--- src/verilog/swps_pkg.sv ---
// package for the supervisor watchdog and power-state block
package swps_pkg;
  localparam int CLK_HZ = 100_000_000;
  localparam int CLK_PERIOD_NS = 10;
  // standby return after a plain stop, longest time in ns
  localparam int STOP_STANDBY_NS = 200;
  localparam int STOP_STANDBY_CYC = (STOP_STANDBY_NS / CLK_PERIOD_NS < 1) ? 1 :
    STOP_STANDBY_NS / CLK_PERIOD_NS;
  // bus clock cycles after start before a mismatched address returns to standby
  localparam int SEL_MISS_SCL_CYCLES = 9;
  // nonvolatile write time in ms, typical and maximum
  localparam int NV_WRITE_TYP_MS = 5;
  localparam int NV_WRITE_MAX_MS = 10;
  localparam int NV_WRITE_CYC = NV_WRITE_TYP_MS * (CLK_HZ / 1000);
  // watchdog periods in us (typical values)
  localparam int WDOG_SEL10_US = 200_000;
  localparam int WDOG_SEL01_US = 600_000;
  localparam int WDOG_SEL00_US = 1_400_000;
  localparam int WDOG_SEL10_CYC = WDOG_SEL10_US * (CLK_HZ / 1_000_000);
  localparam int WDOG_SEL01_CYC = WDOG_SEL01_US * (CLK_HZ / 1_000_000);
  localparam int WDOG_SEL00_CYC = WDOG_SEL00_US * (CLK_HZ / 1_000_000);
  // reset hold after power-up or watchdog expiry, typical, in ms
  localparam int RESET_HOLD_MS = 200;
  localparam int RESET_HOLD_CYC = RESET_HOLD_MS * (CLK_HZ / 1000);
  // least restart pulse width in us
  localparam int RESTART_PULSE_US = 1;
  localparam int RESTART_PULSE_CYC = RESTART_PULSE_US * (CLK_HZ / 1_000_000);
  // watchdog period select codes
  localparam logic [1:0] WDOG_SEL_SHORT = 2'h2;
  localparam logic [1:0] WDOG_SEL_MID = 2'h1;
  localparam logic [1:0] WDOG_SEL_LONG = 2'h0;
  localparam logic [1:0] WDOG_SEL_OFF = 2'h3;
  // events decoded by the bus front end
  typedef struct packed {
    logic start;
    logic stop;
    logic scl_rise;
    logic addr_done;
    logic addr_match;
    logic write_armed;
  } swps_bus_ev_t;
  typedef enum logic [1:0] {
    SWPS_STANDBY,
    SWPS_ACTIVE,
    SWPS_STOPPING,
    SWPS_WRITING
  } swps_pwr_t;
endpackage

--- src/verilog/swps_top.sv ---
// power-state, write timing and watchdog supervisor top
`timescale 1ns/1ps
`default_nettype none
// Function
// - each start outside a write makes the device active, and a mismatched address returns it to standby nine bus clocks later.
// - a stop that does not launch a write returns the device to standby within 200 ns.
// - a stop that launches a write keeps the device active until the write has finished.
// - the nonvolatile write is self-timed from the stop, 5 ms typical and never over 10 ms.
// - while a write is running the address byte is not acknowledged, and afterwards it is.
// - the two-bit period select picks 200 ms, 600 ms or 1.4 s as watchdog timeout, or turns the watchdog off with code 3.
// - after power-up the reset output is held for the reset timeout before release.
module swps_top #(
  parameter int NV_CYC = swps_pkg::NV_WRITE_CYC,
  parameter int STOP_CYC = swps_pkg::STOP_STANDBY_CYC,
  parameter int SEL10_CYC = swps_pkg::WDOG_SEL10_CYC,
  parameter int SEL01_CYC = swps_pkg::WDOG_SEL01_CYC,
  parameter int SEL00_CYC = swps_pkg::WDOG_SEL00_CYC,
  parameter int HOLD_CYC = swps_pkg::RESET_HOLD_CYC
) (
  input wire logic i_sys_clk,
  input wire logic i_resetn,
  input wire swps_pkg::swps_bus_ev_t i_bus_ev,
  input wire logic i_wdog_period_sel_hi,
  input wire logic i_wdog_period_sel_lo,
  input wire logic i_wdog_restart,
  output logic o_active,
  output logic o_write_busy,
  output logic o_addr_ack,
  output logic o_reset_out,
  output swps_pkg::swps_pwr_t o_pwr_state
);
  import swps_pkg::*;
  initial begin
    if (NV_CYC < 2 || STOP_CYC < 1) begin
      $error("swps_top: counts too small");
    end
    if (64'(NV_CYC) * 64'(CLK_PERIOD_NS) > 64'(NV_WRITE_MAX_MS) * 64'd1000000) begin
      $error("swps_top: write time above maximum");
    end
  end
  swps_pwr_t state, next_state;
  logic [31:0] cnt, next_cnt;
  logic [3:0] scl_cnt, next_scl_cnt;
  logic miss_pending, next_miss_pending;
  logic ack, next_ack;
  logic active, next_active;
  logic busy, next_busy;

  // power state sequencing
  always_comb begin
    next_state = state;
    next_cnt = cnt;
    next_scl_cnt = scl_cnt;
    next_miss_pending = miss_pending;
    next_ack = 1'b0;
    case (state)
      SWPS_STANDBY: begin
        if (i_bus_ev.start) begin
          next_state = SWPS_ACTIVE;
          next_scl_cnt = 4'h0;
          next_miss_pending = 1'b0;
        end
      end
      SWPS_ACTIVE: begin
        if (i_bus_ev.start) begin
          next_scl_cnt = 4'h0;
          next_miss_pending = 1'b0;
        end else if (i_bus_ev.stop) begin
          if (i_bus_ev.write_armed) begin
            next_state = SWPS_WRITING;
          end else begin
            next_state = SWPS_STOPPING;
          end
          next_cnt = 32'h0;
        end else begin
          if (i_bus_ev.addr_done) begin
            next_ack = i_bus_ev.addr_match;
            next_miss_pending = !i_bus_ev.addr_match;
          end
          if (i_bus_ev.scl_rise && scl_cnt != 4'hf) begin
            next_scl_cnt = scl_cnt + 4'h1;
          end
          if ((miss_pending || (i_bus_ev.addr_done && !i_bus_ev.addr_match)) &&
              i_bus_ev.scl_rise && scl_cnt >= 4'(SEL_MISS_SCL_CYCLES - 1)) begin
            next_state = SWPS_STANDBY;
          end
        end
      end
      SWPS_STOPPING: begin
        if (i_bus_ev.start) begin
          next_state = SWPS_ACTIVE;
          next_scl_cnt = 4'h0;
          next_miss_pending = 1'b0;
        end else if (cnt >= 32'(STOP_CYC - 1)) begin
          next_state = SWPS_STANDBY;
        end else begin
          next_cnt = cnt + 32'h1;
        end
      end
      SWPS_WRITING: begin
        // inputs ignored, address never acknowledged while busy
        next_ack = 1'b0;
        if (cnt >= 32'(NV_CYC - 1)) begin
          next_state = SWPS_STANDBY;
        end else begin
          next_cnt = cnt + 32'h1;
        end
      end
      default: begin
        next_state = SWPS_STANDBY;
      end
    endcase
    next_active = next_state != SWPS_STANDBY;
    next_busy = next_state == SWPS_WRITING;
  end

  always_ff @(posedge i_sys_clk) begin
    if (!i_resetn) begin
      state <= SWPS_STANDBY;
      cnt <= 32'h0;
      scl_cnt <= 4'h0;
      miss_pending <= 1'b0;
      ack <= 1'b0;
      active <= 1'b0;
      busy <= 1'b0;
    end else begin
      state <= next_state;
      cnt <= next_cnt;
      scl_cnt <= next_scl_cnt;
      miss_pending <= next_miss_pending;
      ack <= next_ack;
      active <= next_active;
      busy <= next_busy;
    end
  end
  assign o_active = active;
  assign o_write_busy = busy;
  assign o_addr_ack = ack;
  assign o_pwr_state = state;

  // watchdog and reset generator
  swps_wdog #(
    .SEL10_CYC(SEL10_CYC),
    .SEL01_CYC(SEL01_CYC),
    .SEL00_CYC(SEL00_CYC),
    .HOLD_CYC(HOLD_CYC),
    .PULSE_CYC(RESTART_PULSE_CYC)
  ) u_wdog (
    .i_sys_clk(i_sys_clk),
    .i_resetn(i_resetn),
    .i_period_sel({i_wdog_period_sel_hi, i_wdog_period_sel_lo}),
    .i_restart(i_wdog_restart),
    .o_reset_out(o_reset_out)
  );
endmodule
`default_nettype wire

--- src/verilog/swps_wdog.sv ---
// watchdog timer with reset hold
`timescale 1ns/1ps
`default_nettype none
module swps_wdog #(
  parameter int SEL10_CYC = swps_pkg::WDOG_SEL10_CYC,
  parameter int SEL01_CYC = swps_pkg::WDOG_SEL01_CYC,
  parameter int SEL00_CYC = swps_pkg::WDOG_SEL00_CYC,
  parameter int HOLD_CYC = swps_pkg::RESET_HOLD_CYC,
  parameter int PULSE_CYC = swps_pkg::RESTART_PULSE_CYC
) (
  input wire logic i_sys_clk,
  input wire logic i_resetn,
  input wire logic [1:0] i_period_sel,
  input wire logic i_restart,
  output logic o_reset_out
);
  import swps_pkg::*;
  initial begin
    if (SEL10_CYC < 2 || SEL01_CYC < 2 || SEL00_CYC < 2 || HOLD_CYC < 2 || PULSE_CYC < 1) begin
      $error("swps_wdog: counts too small");
    end
  end
  logic [31:0] hold_cnt, next_hold_cnt;
  logic [31:0] wd_cnt, next_wd_cnt;
  logic [31:0] pulse_cnt, next_pulse_cnt;
  logic rst_out, next_rst_out;
  logic [31:0] limit;
  logic restart_ok;

  // period chosen by select, long restart pulses only count
  always_comb begin
    limit = 32'(SEL00_CYC);
    if (i_period_sel == WDOG_SEL_SHORT) begin
      limit = 32'(SEL10_CYC);
    end else if (i_period_sel == WDOG_SEL_MID) begin
      limit = 32'(SEL01_CYC);
    end
    restart_ok = !i_restart && pulse_cnt >= 32'(PULSE_CYC);
    next_pulse_cnt = i_restart ? ((pulse_cnt == 32'hffffffff) ? pulse_cnt : pulse_cnt + 32'h1)
      : 32'h0;
    next_rst_out = rst_out;
    next_hold_cnt = hold_cnt;
    next_wd_cnt = wd_cnt;
    if (rst_out) begin
      // hold reset, then release and restart watchdog
      if (hold_cnt >= 32'(HOLD_CYC - 1)) begin
        next_rst_out = 1'b0;
        next_wd_cnt = 32'h0;
      end else begin
        next_hold_cnt = hold_cnt + 32'h1;
      end
    end else if (i_period_sel == WDOG_SEL_OFF) begin
      next_wd_cnt = 32'h0;
    end else if (restart_ok) begin
      next_wd_cnt = 32'h0;
    end else if (wd_cnt >= limit - 32'h1) begin
      next_rst_out = 1'b1;
      next_hold_cnt = 32'h0;
    end else begin
      next_wd_cnt = wd_cnt + 32'h1;
    end
  end

  // state registers; reset starts the power-up hold
  always_ff @(posedge i_sys_clk) begin
    if (!i_resetn) begin
      rst_out <= 1'b1;
      hold_cnt <= 32'h0;
      wd_cnt <= 32'h0;
      pulse_cnt <= 32'h0;
    end else begin
      rst_out <= next_rst_out;
      hold_cnt <= next_hold_cnt;
      wd_cnt <= next_wd_cnt;
      pulse_cnt <= next_pulse_cnt;
    end
  end
  assign o_reset_out = rst_out;
endmodule
`default_nettype wire
--- config.mk ---
export PLATFORM = sky130hd
export DESIGN_NAME = swps_top
export DESIGN_NICKNAME = d
export VERILOG_FILES = /design/src/verilog/swps_pkg.sv /design/src/verilog/swps_top.sv /design/src/verilog/swps_wdog.sv
export SDC_FILE = /design/constraint.sdc
export NUM_CORES = 1
export LEC_CHECK = 0
export CORE_AREA = 2 2 145 147
export DETAILED_ROUTE_END_ITERATION = 8
export DIE_AREA = 0 0 147 149
export DONT_BUFFER_PORTS = 1
export SKIP_CTS_REPAIR_TIMING = 1
export SYNTH_ARGS = -nofsm -noshare
export SYNTH_HDL_FRONTEND = slang
export SYNTH_SLANG_ARGS = --single-unit
export TNS_END_PERCENT = 50
--- constraint.sdc ---
create_clock -name i_sys_clk -period 3 [get_ports i_sys_clk]
set_input_delay 0.15 -clock i_sys_clk [delete_from_list [all_inputs] [get_ports i_sys_clk]]
set_output_delay 0.15 -clock i_sys_clk [all_outputs]
set_load 0.02 [all_outputs]
==> report_table.html, run 1 <==
<table>
<tr><th>Metric</th><th>Value</th></tr>
<tr><th colspan="2">Clock tree</th></tr>
<tr><td>TritonCTS clock tree</td><td>built</td></tr>
<tr><td>Clk sinks</td><td>between 100 and 150</td></tr>
<tr><td>CTS H-tree lvls</td><td>4</td></tr>
<tr><td>Clock Latency Late Sink</td><td>between 0.4 and 0.5 ns</td></tr>
<tr><td>Cts bufs inserted</td><td>17</td></tr>
<tr><td>Clock tree root driver cell</td><td>sky130_fd_sc_hd__clkbuf_16</td></tr>
<tr><td>Clock transition at the registers of the reported paths</td><td>approximately 0.060 ns</td></tr>
<tr><td>Clock tree buffer depth</td><td>2</td></tr>
<tr><th colspan="2">Placement</th></tr>
<tr><td>Gp weighted congestion</td><td>just over 0.8</td></tr>
<tr><td>Post-DP HPWL</td><td>roughly 11 mm</td></tr>
<tr><td>Number of buffers inserted by port buffering</td><td>0</td></tr>
<tr><td>Post-placement cell count</td><td>between 1,000 and 1,500</td></tr>
<tr><th colspan="2">Route</th></tr>
<tr><td>TritonRoute pass-1 iters</td><td>5</td></tr>
<tr><td>Number of remaining DRC errors</td><td>0</td></tr>
<tr><td>Average via count per standard cell</td><td>between 5 and 6</td></tr>
<tr><td>Violation count after the first detailed-route iteration</td><td>approximately 470</td></tr>
<tr><td>Total Routed Length</td><td>17.3 mm</td></tr>
<tr><td>Remaining antenna violation count after routing</td><td>0</td></tr>
<tr><td>Total number of vias</td><td>around 6,300</td></tr>
<tr><td>Per-cell routed wire length</td><td>14.5 um</td></tr>
<tr><th colspan="2">Global routing</th></tr>
<tr><td>Via count of the first global-routing pass</td><td>roughly 6,000</td></tr>
<tr><td>Initial antenna violation count</td><td>0</td></tr>
<tr><td>Global-route wire length before repair</td><td>roughly 29 mm</td></tr>
<tr><td>Remaining Overflow, GRT</td><td>0</td></tr>
<tr><td>Largest net degree at the start of global routing</td><td>63</td></tr>
<tr><td>Total GRT Usage</td><td>between 10% and 20%</td></tr>
<tr><th colspan="2">Floorplanning</th></tr>
<tr><td>Std-Cell Core Area</td><td>20,600 sq um</td></tr>
<tr><td>FP Rows</td><td>between 50 and 60</td></tr>
<tr><td>Area of the die</td><td>about 22,000 sq um</td></tr>
<tr><td>Horiz. Die Dim</td><td>147 um</td></tr>
<tr><td>Die height</td><td>about 150 um</td></tr>
<tr><td>Number of placed I/O pins</td><td>17</td></tr>
<tr><td>Starting Density</td><td>roughly 34%</td></tr>
<tr><th colspan="2">Critical path</th></tr>
<tr><td>Worst path required time</td><td>between 3 and 4 ns</td></tr>
<tr><td>Crit Path Max Fanout</td><td>9</td></tr>
<tr><td>Number of cells traversed by the worst register-to-register path</td><td>7</td></tr>
<tr><td>Startpoint of the most critical register-to-register path</td><td>u_wdog.wd_cnt[28]</td></tr>
<tr><td>Arrival time of the worst setup path</td><td>roughly 3.2 ns</td></tr>
<tr><td>Worst setup path class</td><td>reg -&gt; reg</td></tr>
<tr><td>Startpoint of the worst setup timing path</td><td>u_wdog.wd_cnt[28]</td></tr>
<tr><td>Startpoint types</td><td>register</td></tr>
<tr><td>Endpoint class of the critical path</td><td>register</td></tr>
<tr><th colspan="2">Synth</th></tr>
<tr><td>Post-synthesis average cell area</td><td>7.89 sq um</td></tr>
<tr><td>Number of enable flip-flop cells after synthesis</td><td>0</td></tr>
<tr><td>Number of distinct library cells after synthesis</td><td>56</td></tr>
<tr><td>Top cell type's share of synthesized area</td><td>39.5%</td></tr>
<tr><td>Mapped Cells</td><td>around 890</td></tr>
<tr><td>Sequential share of the synthesized area</td><td>39.5%</td></tr>
<tr><td>Cell type contributing the most total cell area after synthesis</td><td>sky130_fd_sc_hd__dfxtp_1</td></tr>
<tr><td>Synth Net Count</td><td>between 900 and 1,000</td></tr>
<tr><td>Proportion of synthesized flip-flops having asynchronous set or reset</td><td>0%</td></tr>
<tr><td>Post-synthesis sequential element count</td><td>roughly 140</td></tr>
<tr><td>Synthesis Warnings</td><td>0</td></tr>
<tr><td>Syn Std Cell Area</td><td>about 7000 sq um</td></tr>
<tr><td>Most common cell in the synthesized netlist</td><td>sky130_fd_sc_hd__dfxtp_1</td></tr>
<tr><td>List of most frequent post-synthesis cells</td><td>sky130_fd_sc_hd__dfxtp_1 (139), sky130_fd_sc_hd__nor2_1 (130), sky130_fd_sc_hd__nand2_1 (90), sky130_fd_sc_hd__a21oi_1 (55), sky130_fd_sc_hd__nand3_1 (48)</td></tr>
<tr><td>Synth area leaders</td><td>sky130_fd_sc_hd__dfxtp_1 (40%), sky130_fd_sc_hd__nor2_1 (6.9%), sky130_fd_sc_hd__nand2_1 (4.8%), sky130_fd_sc_hd__ha_1 (4.4%), sky130_fd_sc_hd__a21oi_1 (3.9%)</td></tr>
<tr><td>Most used flip-flop cell after synthesis</td><td>sky130_fd_sc_hd__dfxtp_1</td></tr>
<tr><th colspan="2">Min path</th></tr>
<tr><td>Worst hold-check path type</td><td>in -&gt; reg</td></tr>
<tr><td>Worst Min Path Start</td><td>i_bus_ev[5]</td></tr>
<tr><td>Number of cells traversed by the worst hold path</td><td>3</td></tr>
<tr><th colspan="2">Layout</th></tr>
<tr><td>Layout cell share with drive strength beyond 1</td><td>8.49%</td></tr>
<tr><td>Final cell count without fillers</td><td>around 1,200</td></tr>
<tr><td>Area grow syn2layout</td><td>16.7%</td></tr>
<tr><td>Antenna diode count</td><td>0</td></tr>
<tr><td>Layout fillers</td><td>~2,100</td></tr>
<tr><td>Nets</td><td>942</td></tr>
<tr><th colspan="2">STA</th></tr>
<tr><td>Worst-margin pin slew</td><td>roughly 1.1 ns</td></tr>
<tr><td>Period minus WS final</td><td>between 2 and 3 ns</td></tr>
<tr><td>Number of setup violations in the final report</td><td>0</td></tr>
<tr><td>Final-layout worst hold slack</td><td>-0.00978 ns</td></tr>
<tr><td>RSZ-0062 raised after global routing</td><td>no</td></tr>
<tr><td>Clock Skews</td><td>roughly 0.012 ns</td></tr>
<tr><td>Final hold violation count</td><td>3</td></tr>
<tr><td>Max Transition Viols Final</td><td>0</td></tr>
<tr><td>Summed negative setup slack over all endpoints</td><td>0 ns</td></tr>
<tr><td>Maximum achievable frequency</td><td>between 300 and 400 MHz</td></tr>
<tr><td>Remaining max-slew budget at the tightest pin</td><td>between 20% and 30%</td></tr>
<tr><td>Tcrit/Tclk final</td><td>94.4%</td></tr>
<tr><th colspan="2">Status</th></tr>
<tr><td>Run status</td><td>finished, violations left</td></tr>
<tr><td>Violated checks</td><td>hold timing</td></tr>
<tr><th colspan="2">Power</th></tr>
<tr><td>Total power divided by cell area</td><td>roughly 530 nW/um^2</td></tr>
<tr><td>Lkg Pwr</td><td>3.08 nW</td></tr>
<tr><td>IR drop worst, VDD</td><td>around 0.22 mV</td></tr>
<tr><th colspan="2">Job</th></tr>
<tr><td>Number of max-cap violations</td><td>0</td></tr>
</table>
## layer usage
layer,vias to the layer above,track usage (%),share of wire (%)
li1,3243,-,-
met1,2979,21.5,49
met2,84,26.1,46
met3,10,3.36,3.9
met4,0,5.38,0.67
met5,-,0,0
## final timing paths
path | to | slack [ns]
worst max-delay path | u_wdog.hold_cnt[13] | 0.17
worst min-delay path | scl_cnt[2] | -0.01
worst max register to register | u_wdog.hold_cnt[13] | 0.17
worst min register to register | cnt[19] | 0.46
## critical path, stage by stage, from the launching register on
cell and delay, ns:
sky130_fd_sc_hd__dfxtp_1 0.33, sky130_fd_sc_hd__or4_4 0.57, sky130_fd_sc_hd__nor4_4 0.25, sky130_fd_sc_hd__nand2_1 0.09, sky130_fd_sc_hd__or4_4 0.56, sky130_fd_sc_hd__a22o_4 0.32
sky130_fd_sc_hd__or4_1 0.48, sky130_fd_sc_hd__o22ai_1 0.17
## report_power, final
part | internal [mW] | switching [mW]
Sequential | 1.85 | 0.0105
Clock | 1.56 | 0.844
Combinational | 0.0425 | 0.0803
## cell type report
cell class              instances  area, sq um  area share (%)
multi-input cells             690         4030            49.0
flip-flops and latches        139         2780            33.9
clock buffers                  17          425            5.18
well taps                     275          344            4.19
repair buffers                 33          295            3.59
clock inverters                15          245            2.98
inverters                      25         93.8            1.14
## cells in the final DEF (no fill, tap or decap), drive strengths merged, types with 21 or more instances in the layout
| cell | n |
|---|---|
| ha | 25 |
| dfxtp | 139 |
| nand4 | 37 |
| nand3 | 48 |
| xor2 | 24 |
| o21ai | 48 |
| inv | 27 |
| a21oi | 55 |
| nand2 | 90 |
| nor3 | 21 |
| nor2 | 130 |
| and3 | 21 |
| buf | 30 |
## kinds of logic after synthesis
kind of cell | after synthesis | synth area share, %
simple gates | 448 | 32.2
mux | 3 | 0.444
buf+inv | 64 | 3.55
fa+ha+maj | 25 | 4.44
xor+xnor | 44 | 5.47
flops | 139 | 39.5
compound gates | 170 | 14.4
## state kept, by name (all words and copies together) (netlist names), 2 cells and up
signal,cells
u_wdog.hold_cnt,32
u_wdog.pulse_cnt,32
o_pwr_state,2
scl_cnt,4
cnt,32
u_wdog.wd_cnt,32
## per-stage QoR
| step | cell area (sq um) | power, mW | util, % | worst slack (ns) |
|---|---|---|---|---|
| 6_report | 8220 | 4.39 | 40.0 | 0.168 |
| 5_1_grt | 8220 | 4.54 | 40.0 | 0.00777 |
| 4_1_cts | 8140 | 4.42 | 39.6 | 0.110 |
| 3_5_place_dp | 7470 | 2.01 | 36.3 | 0.0339 |
| 3_3_place_gp | 7470 | 2.01 | 36.3 | 0.0649 |
| 2_1_floorplan | 7040 | 1.99 | - | 0.208 |
Power figures use the tool's default switching activity.
==> run 2, diff against run 1 <==
--- a/config.mk
+++ b/config.mk
@@ -5,12 +5,13 @@
 export SDC_FILE = /design/constraint.sdc
 export NUM_CORES = 1
 export LEC_CHECK = 0
-export CORE_AREA = 2 2 145 147
+export CORE_AREA = 2 2 147 149
 export DETAILED_ROUTE_END_ITERATION = 8
-export DIE_AREA = 0 0 147 149
+export DIE_AREA = 0 0 149 151
 export DONT_BUFFER_PORTS = 1
 export SKIP_CTS_REPAIR_TIMING = 1
 export SYNTH_ARGS = -nofsm -noshare
 export SYNTH_HDL_FRONTEND = slang
+export SYNTH_HIERARCHICAL = 1
 export SYNTH_SLANG_ARGS = --single-unit
 export TNS_END_PERCENT = 50
==> report_table.html, run 2 <==
<table>
<tr><th>Metric</th><th>Value</th></tr>
<tr><th colspan="2">Floorplanning</th></tr>
<tr><td>Number of placed I/O pins</td><td>17</td></tr>
<tr><td>Area of the die</td><td>approximately 22,000 sq um</td></tr>
<tr><td>Die height</td><td>~150 um</td></tr>
<tr><td>Std-Cell Core Area</td><td>20,800 sq um</td></tr>
<tr><td>Starting Density</td><td>34.5%</td></tr>
<tr><td>Horiz. Die Dim</td><td>149 um</td></tr>
<tr><td>FP Rows</td><td>53</td></tr>
<tr><th colspan="2">Route</th></tr>
<tr><td>Total number of vias</td><td>about 6,300</td></tr>
<tr><td>TritonRoute pass-1 iters</td><td>4</td></tr>
<tr><td>Per-cell routed wire length</td><td>roughly 15 um</td></tr>
<tr><td>Violation count after the first detailed-route iteration</td><td>about 460</td></tr>
<tr><td>Remaining antenna violation count after routing</td><td>0</td></tr>
<tr><td>Total Routed Length</td><td>17.3 mm</td></tr>
<tr><td>Average via count per standard cell</td><td>5.39</td></tr>
<tr><td>Number of remaining DRC errors</td><td>0</td></tr>
<tr><th colspan="2">Global routing</th></tr>
<tr><td>Total GRT Usage</td><td>between 15 and 20%</td></tr>
<tr><td>Remaining Overflow, GRT</td><td>0</td></tr>
<tr><td>Initial antenna violation count</td><td>0</td></tr>
<tr><td>Via count of the first global-routing pass</td><td>roughly 5,800</td></tr>
<tr><td>Largest net degree at the start of global routing</td><td>27</td></tr>
<tr><td>Global-route wire length before repair</td><td>~29 mm</td></tr>
<tr><th colspan="2">Placement</th></tr>
<tr><td>Gp weighted congestion</td><td>0.886</td></tr>
<tr><td>Post-placement cell count</td><td>1,128</td></tr>
<tr><td>Post-DP HPWL</td><td>roughly 12 mm</td></tr>
<tr><td>Number of buffers inserted by port buffering</td><td>0</td></tr>
<tr><td>Worst setup slack before clock tree synthesis</td><td>between 0.015 and 0.02 ns</td></tr>
<tr><th colspan="2">Synth</th></tr>
<tr><td>Synth Net Count</td><td>896</td></tr>
<tr><td>Number of distinct library cells after synthesis</td><td>72</td></tr>
<tr><td>Number of enable flip-flop cells after synthesis</td><td>0</td></tr>
<tr><td>Most common cell in the synthesized netlist</td><td>sky130_fd_sc_hd__dfxtp_1</td></tr>
<tr><td>Most used flip-flop cell after synthesis</td><td>sky130_fd_sc_hd__dfxtp_1</td></tr>
<tr><td>Post-synthesis average cell area</td><td>8.34 sq um</td></tr>
<tr><td>Cell type contributing the most total cell area after synthesis</td><td>sky130_fd_sc_hd__dfxtp_1</td></tr>
<tr><td>Syn Std Cell Area</td><td>around 7200 sq um</td></tr>
<tr><td>Top cell type's share of synthesized area</td><td>just under 40%</td></tr>
<tr><td>Synthesis Warnings</td><td>6</td></tr>
<tr><td>Sequential share of the synthesized area</td><td>about 39%</td></tr>
<tr><td>Proportion of synthesized flip-flops having asynchronous set or reset</td><td>0%</td></tr>
<tr><td>Synth area leaders</td><td>sky130_fd_sc_hd__dfxtp_1 (39%), sky130_fd_sc_hd__ha_1 (4.4%), sky130_fd_sc_hd__nor2_1 (4.3%), sky130_fd_sc_hd__nand2_1 (4.1%), sky130_fd_sc_hd__nand3_1 (3.7%)</td></tr>
<tr><td>Mapped Cells</td><td>860</td></tr>
<tr><td>Post-synthesis sequential element count</td><td>~140</td></tr>
<tr><td>List of most frequent post-synthesis cells</td><td>sky130_fd_sc_hd__dfxtp_1 (139), sky130_fd_sc_hd__nor2_1 (82), sky130_fd_sc_hd__nand2_1 (79), sky130_fd_sc_hd__nand3_1 (53), sky130_fd_sc_hd__nor3_1 (42)</td></tr>
<tr><th colspan="2">Clock tree</th></tr>
<tr><td>Clock tree buffer depth</td><td>2</td></tr>
<tr><td>Clock Latency Late Sink</td><td>about 0.43 ns</td></tr>
<tr><td>Clock tree root driver cell</td><td>sky130_fd_sc_hd__clkbuf_16</td></tr>
<tr><td>Cts bufs inserted</td><td>17</td></tr>
<tr><td>Clk sinks</td><td>around 140</td></tr>
<tr><td>TritonCTS clock tree</td><td>built</td></tr>
<tr><td>CTS H-tree lvls</td><td>4</td></tr>
<tr><td>Clock transition at the registers of the reported paths</td><td>roughly 0.07 ns</td></tr>
<tr><th colspan="2">Critical path</th></tr>
<tr><td>Worst path required time</td><td>about 3.4 ns</td></tr>
<tr><td>Crit Path Max Fanout</td><td>8</td></tr>
<tr><td>Arrival time of the worst setup path</td><td>between 3 and 4 ns</td></tr>
<tr><td>Endpoint class of the critical path</td><td>register</td></tr>
<tr><td>Worst setup path class</td><td>reg -&gt; reg</td></tr>
<tr><td>Worst reg-to-reg setup slack</td><td>roughly 0.20 ns</td></tr>
<tr><td>Startpoint types</td><td>register</td></tr>
<tr><th colspan="2">Power</th></tr>
<tr><td>IR drop worst, VDD</td><td>about 0.43 mV</td></tr>
<tr><td>Total design power</td><td>4.02 mW</td></tr>
<tr><td>Lkg Pwr</td><td>roughly 3 nW</td></tr>
<tr><td>Total power divided by cell area</td><td>a little under 500 nW/um^2</td></tr>
<tr><th colspan="2">STA</th></tr>
<tr><td>Worst-margin pin slew</td><td>roughly 0.85 ns</td></tr>
<tr><td>Final setup slack of the worst path</td><td>slightly above 0.2 ns</td></tr>
<tr><td>Number of setup violations in the final report</td><td>0</td></tr>
<tr><td>Period minus WS final</td><td>2.80 ns</td></tr>
<tr><td>Remaining max-slew budget at the tightest pin</td><td>around 43%</td></tr>
<tr><td>Final hold violation count</td><td>0</td></tr>
<tr><td>Maximum achievable frequency</td><td>about 360 MHz</td></tr>
<tr><td>Final-layout worst hold slack</td><td>~0.015 ns</td></tr>
<tr><td>Clock Skews</td><td>approximately 0.013 ns</td></tr>
<tr><td>Tcrit/Tclk final</td><td>approximately 93%</td></tr>
<tr><td>Max Transition Viols Final</td><td>0</td></tr>
<tr><th colspan="2">Layout</th></tr>
<tr><td>Antenna diode count</td><td>0</td></tr>
<tr><td>Area grow syn2layout</td><td>13.7%</td></tr>
<tr><td>Layout fillers</td><td>approximately 2,100</td></tr>
<tr><td>Final cell count without fillers</td><td>roughly 1,200</td></tr>
<tr><td>Commonest cells after routing, fill and taps aside</td><td>sky130_fd_sc_hd__dfxtp_1 (139), sky130_fd_sc_hd__nor2_1 (82), sky130_fd_sc_hd__nand2_1 (78)</td></tr>
<tr><td>Most common cell after layout, fill and taps aside</td><td>sky130_fd_sc_hd__dfxtp_1</td></tr>
<tr><td>Layout cell share with drive strength beyond 1</td><td>approximately 8.7%</td></tr>
<tr><td>Nets</td><td>between 900 and 1,000</td></tr>
<tr><td>Final Util</td><td>between 30 and 40%</td></tr>
<tr><th colspan="2">Status</th></tr>
<tr><td>Run status</td><td>complete, no violations</td></tr>
<tr><th colspan="2">Min path</th></tr>
<tr><td>Worst hold-check path type</td><td>in -&gt; reg</td></tr>
<tr><th colspan="2">Job</th></tr>
<tr><td>Number of max-cap violations</td><td>0</td></tr>
</table>
-- run 2: changes by cell type after synthesis, moves of 7 or more --
cell	change
sky130_fd_sc_hd__a31oi_1	-8
sky130_fd_sc_hd__nor2_1	-48
sky130_fd_sc_hd__nor4_1	+8
sky130_fd_sc_hd__a21oi_1	-18
sky130_fd_sc_hd__clkbuf_1	-9
sky130_fd_sc_hd__o21ai_0	-26
sky130_fd_sc_hd__nor3_1	+21
sky130_fd_sc_hd__nand2_1	-11
sky130_fd_sc_hd__o21ai_1	+7
-- run 2: kinds of logic (layout without fill, tap and decap cells) --
logic type | after synthesis | in the layout | synth area share [%]
AND/OR/NAND/NOR | 430 | 430 | 32.0
AO/OA/AOI/OAI | 157 | 157 | 15.4
flip-flops | 139 | 139 | 38.8
buffers and inverters | 61 | 89 | 3.56
XOR/XNOR | 45 | 45 | 5.49
adder cells (fa/ha/maj) | 25 | 25 | 4.36
multiplexers | 3 | 3 | 0.418
-- run 2: metal layers --
metal	share of wire, %	global-route usage [%]	routed length (um)	up-vias
li1	-	-	-	3204
met1	49	21.0	8500	2944
met2	46	25.7	7970	107
met3	3.4	3.19	595	18
met4	1.4	4.76	250	0
met5	0	0	0	-
-- run 2: worst paths after layout --
path,from,end,depth (start not counted)
setup reg to reg,u_wdog/wd_cnt[13],u_wdog/wd_cnt[14],8
hold reg to reg,u_wdog/wd_cnt[30],u_wdog/wd_cnt[30],1
hold / removal,i_bus_ev[2],miss_pending,3
setup / recovery,u_wdog/wd_cnt[13],u_wdog/wd_cnt[14],8
-- run 2: critical path: stages, from the launching register on --
cell and delay [ns]:
sky130_fd_sc_hd__dfxtp_1 0.42, sky130_fd_sc_hd__ha_1 0.28, sky130_fd_sc_hd__a211o_1 0.29, sky130_fd_sc_hd__a211o_1 0.30, sky130_fd_sc_hd__a211oi_2 0.25, sky130_fd_sc_hd__or4_1 0.34
sky130_fd_sc_hd__nand2_2 0.19, sky130_fd_sc_hd__or4_1 0.50, sky130_fd_sc_hd__a31oi_1 0.17
-- run 2: final cells by class --
type	instances	area (sq um)	area share (%)
tap	275	344	4.22
clock inverter	15	141	1.73
clock buffer	17	425	5.21
inverter	31	116	1.43
sequential	139	2780	34.1
timing repair buffer	26	203	2.48
multi-input combinational	660	4150	50.8
-- run 2: power by group --
| part | switching [mW] | total, mW | internal (mW) |
|---|---|---|---|
| sequential | 0.0140 | 1.87 | 1.85 |
| clock | 0.925 | 2.03 | 1.10 |
| combinational | 0.0832 | 0.124 | 0.0413 |
| total | 1.02 | 4.02 | 3.00 |
-- run 2: metrics by stage --
stage	area (sq um)	setup TNS [ns]
2_1_floorplan	7180	0
3_3_place_gp	7560	0
3_5_place_dp	7560	0
4_1_cts	8130	0
5_1_grt	8160	-0.0929
6_report	8160	0
==> run 3, diff against run 2 <==
==> constraint.sdc (replaced) <==
create_clock -name i_sys_clk -period 2.7 [get_ports i_sys_clk]
set_input_delay 0.135 -clock i_sys_clk [delete_from_list [all_inputs] [get_ports i_sys_clk]]
set_output_delay 0.135 -clock i_sys_clk [all_outputs]
set_load 0.02 [all_outputs]
==> report_table.html, run 3 (synthesized netlist as in run 2, its figures left out) <==
<table>
<tr><th>Metric</th><th>Value</th></tr>
<tr><th colspan="2">Route</th></tr>
<tr><td>Violation count after the first detailed-route iteration</td><td>~360</td></tr>
<tr><td>Number of remaining DRC errors</td><td>0</td></tr>
<tr><td>Total number of vias</td><td>6,371</td></tr>
<tr><td>TritonRoute pass-1 iters</td><td>6</td></tr>
<tr><td>Total Routed Length</td><td>roughly 17 mm</td></tr>
<tr><td>Per-cell routed wire length</td><td>14.6 um</td></tr>
<tr><td>Average via count per standard cell</td><td>5.37</td></tr>
<tr><td>Remaining antenna violation count after routing</td><td>0</td></tr>
<tr><th colspan="2">Global routing</th></tr>
<tr><td>Largest net degree at the start of global routing</td><td>27</td></tr>
<tr><td>Initial antenna violation count</td><td>0</td></tr>
<tr><td>Remaining Overflow, GRT</td><td>0</td></tr>
<tr><td>Total GRT Usage</td><td>about 16%</td></tr>
<tr><td>Via count of the first global-routing pass</td><td>5,859</td></tr>
<tr><td>Global-route wire length before repair</td><td>29.2 mm</td></tr>
<tr><th colspan="2">Power</th></tr>
<tr><td>Clock power share</td><td>between 50% and 60%</td></tr>
<tr><td>Lkg Pwr</td><td>between 3 and 4 nW</td></tr>
<tr><td>Part of the power in combinational logic</td><td>3.2%</td></tr>
<tr><td>Total power divided by cell area</td><td>approximately 550 nW/um^2</td></tr>
<tr><td>Int Power</td><td>3.52 mW</td></tr>
<tr><td>IR drop worst, VDD</td><td>between 0.4 and 0.5 mV</td></tr>
<tr><td>Sequential share of power</td><td>44.8%</td></tr>
<tr><td>Sw frac</td><td>24.1%</td></tr>
<tr><td>Switching Power</td><td>about 1.1 mW</td></tr>
<tr><th colspan="2">Layout</th></tr>
<tr><td>Commonest cells after routing, fill and taps aside</td><td>sky130_fd_sc_hd__dfxtp_1 (139), sky130_fd_sc_hd__nor2_1 (82), sky130_fd_sc_hd__nand2_1 (78)</td></tr>
<tr><td>Layout fillers</td><td>2,128</td></tr>
<tr><td>Area of the multi-input gates</td><td>between 4000 and 5000 sq um</td></tr>
<tr><td>Most common cell after layout, fill and taps aside</td><td>sky130_fd_sc_hd__dfxtp_1</td></tr>
<tr><td>Final Util</td><td>roughly 40%</td></tr>
<tr><td>Nets</td><td>934</td></tr>
<tr><td>Final cell count without fillers</td><td>~1,200</td></tr>
<tr><td>Antenna diode count</td><td>0</td></tr>
<tr><td>Layout cell share with drive strength beyond 1</td><td>between 10% and 20%</td></tr>
<tr><td>Area grow syn2layout</td><td>17.3%</td></tr>
<tr><td>Register Area</td><td>between 2000 and 3000 sq um</td></tr>
<tr><th colspan="2">Critical path</th></tr>
<tr><td>Crit Path Max Fanout</td><td>6</td></tr>
<tr><td>Worst path required time</td><td>3.04 ns</td></tr>
<tr><td>Endpoint class of the critical path</td><td>register</td></tr>
<tr><td>Critical R2R Capture</td><td>u_wdog/wd_cnt[14]</td></tr>
<tr><td>Startpoint types</td><td>register</td></tr>
<tr><td>Worst reg-to-reg setup slack</td><td>between 0.1 and 0.15 ns</td></tr>
<tr><td>Startpoint of the most critical register-to-register path</td><td>u_wdog/wd_cnt[13]</td></tr>
<tr><td>Arrival time of the worst setup path</td><td>between 2 and 3 ns</td></tr>
<tr><td>Number of cells traversed by the worst register-to-register path</td><td>8</td></tr>
<tr><td>Worst setup path class</td><td>reg -&gt; reg</td></tr>
<tr><th colspan="2">Job</th></tr>
<tr><td>Number of max-cap violations</td><td>0</td></tr>
<tr><th colspan="2">Floorplanning</th></tr>
<tr><td>FP Rows</td><td>53</td></tr>
<tr><td>Starting Density</td><td>between 30 and 40%</td></tr>
<tr><td>Die height</td><td>151 um</td></tr>
<tr><td>Number of placed I/O pins</td><td>17</td></tr>
<tr><td>Std-Cell Core Area</td><td>between 20,000 and 25,000 sq um</td></tr>
<tr><td>Area of the die</td><td>between 20,000 and 25,000 sq um</td></tr>
<tr><td>Horiz. Die Dim</td><td>around 150 um</td></tr>
<tr><th colspan="2">Placement</th></tr>
<tr><td>Worst setup slack before clock tree synthesis</td><td>-0.0678 ns</td></tr>
<tr><td>Number of buffers inserted by port buffering</td><td>0</td></tr>
<tr><td>Post-placement cell count</td><td>between 1,000 and 1,500</td></tr>
<tr><td>Gp weighted congestion</td><td>~0.87</td></tr>
<tr><td>Post-DP HPWL</td><td>12.0 mm</td></tr>
<tr><th colspan="2">STA</th></tr>
<tr><td>Final-layout worst hold slack</td><td>-0.206 ns</td></tr>
<tr><td>Period minus WS final</td><td>~2.6 ns</td></tr>
<tr><td>Worst-margin pin slew</td><td>0.758 ns</td></tr>
<tr><td>Tcrit/Tclk final</td><td>96.0%</td></tr>
<tr><td>RSZ-0062 raised after global routing</td><td>yes</td></tr>
<tr><td>Final setup slack of the worst path</td><td>0.109 ns</td></tr>
<tr><td>Number of setup violations in the final report</td><td>0</td></tr>
<tr><td>Maximum achievable frequency</td><td>between 300 and 400 MHz</td></tr>
<tr><td>Clock Skews</td><td>roughly 0.012 ns</td></tr>
<tr><td>Final hold violation count</td><td>15</td></tr>
<tr><td>Remaining max-slew budget at the tightest pin</td><td>between 40% and 50%</td></tr>
<tr><td>Max Transition Viols Final</td><td>0</td></tr>
<tr><td>Summed negative setup slack over all endpoints</td><td>0 ns</td></tr>
<tr><th colspan="2">Clock tree</th></tr>
<tr><td>Clock Latency Late Sink</td><td>between 0.4 and 0.5 ns</td></tr>
<tr><td>TritonCTS clock tree</td><td>built</td></tr>
<tr><td>Clk sinks</td><td>roughly 140</td></tr>
<tr><td>CTS H-tree lvls</td><td>4</td></tr>
<tr><td>Clock transition at the registers of the reported paths</td><td>~0.07 ns</td></tr>
<tr><td>Cts bufs inserted</td><td>17</td></tr>
<tr><td>Clock tree buffer depth</td><td>2</td></tr>
<tr><td>Clock tree root driver cell</td><td>sky130_fd_sc_hd__clkbuf_16</td></tr>
<tr><th colspan="2">Status</th></tr>
<tr><td>Run status</td><td>finished, violations left</td></tr>
<tr><td>Violated checks</td><td>hold timing</td></tr>
<tr><th colspan="2">Min path</th></tr>
<tr><td>Endpoint of the worst hold path</td><td>u_wdog/o_reset_out</td></tr>
<tr><td>Worst hold-check path type</td><td>in -&gt; reg</td></tr>
<tr><td>Number of cells traversed by the worst hold path</td><td>1</td></tr>
<tr><td>Worst Min Path Start</td><td>i_resetn</td></tr>
</table>
run 3: changes by cell type in the layout (fill, tap and decap cells not counted), moves of 2 or more:
cell | before | now
sky130_fd_sc_hd__buf_4 | 23 | 42
sky130_fd_sc_hd__dlygate4sd3_1 | 3 | 6
sky130_fd_sc_hd__inv_6 | 7 | 4
sky130_fd_sc_hd__bufinv_16 | 0 | 2
sky130_fd_sc_hd__clkinvlp_4 | 0 | 2
run 3: how the worst max path moves through the flow:
stage | from | to | slack (ns) | depth (start not counted)
5_1_grt | u_wdog/wd_cnt[13] | u_wdog/hold_cnt[4] | -0.009 | 9
3_3_place_gp | i_wdog_period_sel_lo | u_wdog/hold_cnt[18] | 0.05 | 12
3_5_place_dp | i_wdog_period_sel_lo | u_wdog/wd_cnt[26] | -0.07 | 11
6_report | u_wdog/wd_cnt[13] | u_wdog/wd_cnt[14] | 0.11 | 8
4_1_cts | u_wdog/wd_cnt[17] | u_wdog/wd_cnt[26] | 0.10 | 8
2_1_floorplan | i_wdog_period_sel_lo | u_wdog/wd_cnt[14] | 0.17 | 12
run 3: power by group through the flow:
stage / Combinational [mW] / Clock [mW] / Sequential [mW]
after global placement: 0.142 / 0 / 2.12
after global routing: 0.167 / 2.57 / 2.07
after detailed placement: 0.142 / 0 / 2.12
final: 0.148 / 2.41 / 2.07
after floorplan: 0.100 / 0 / 2.12
after CTS: 0.142 / 2.48 / 2.07
run 3: area by class of cell:
| type | instances | area share [%] |
|---|---|---|
| clock buffer | 17 | 5.05 |
| clock inverter | 15 | 2.16 |
| inverter | 31 | 1.38 |
| multi-input combinational | 660 | 49.6 |
| sequential | 139 | 33.1 |
| tap | 275 | 4.09 |
| timing repair buffer | 49 | 4.70 |
run 3: layer usage:
layer	part of all wire [%]	track usage, %
met5	0	0
met4	0.80	4.43
met3	3.5	3.10
met2	47	26.7
met1	49	21.1
run 3: stage by stage:
stage | hold slack, ns | power, mW | instance area, sq um
after floorplan | 0.254 | 2.22 | 7180
after global placement | 0.209 | 2.26 | 7720
after detailed placement | 0.211 | 2.26 | 7720
after CTS | -0.231 | 4.69 | 8330
after global routing | -0.210 | 4.81 | 8420
final | -0.206 | 4.63 | 8420
run 3: worst max-delay path: stages (launching register included):
cell,delay [ns]
sky130_fd_sc_hd__dfxtp_1,0.42
sky130_fd_sc_hd__ha_1,0.27
sky130_fd_sc_hd__a211o_1,0.29
sky130_fd_sc_hd__a211o_1,0.30
sky130_fd_sc_hd__a211oi_2,0.17
sky130_fd_sc_hd__or4_1,0.26
sky130_fd_sc_hd__nand2_1,0.13
sky130_fd_sc_hd__or4_1,0.47
sky130_fd_sc_hd__a31oi_1,0.18
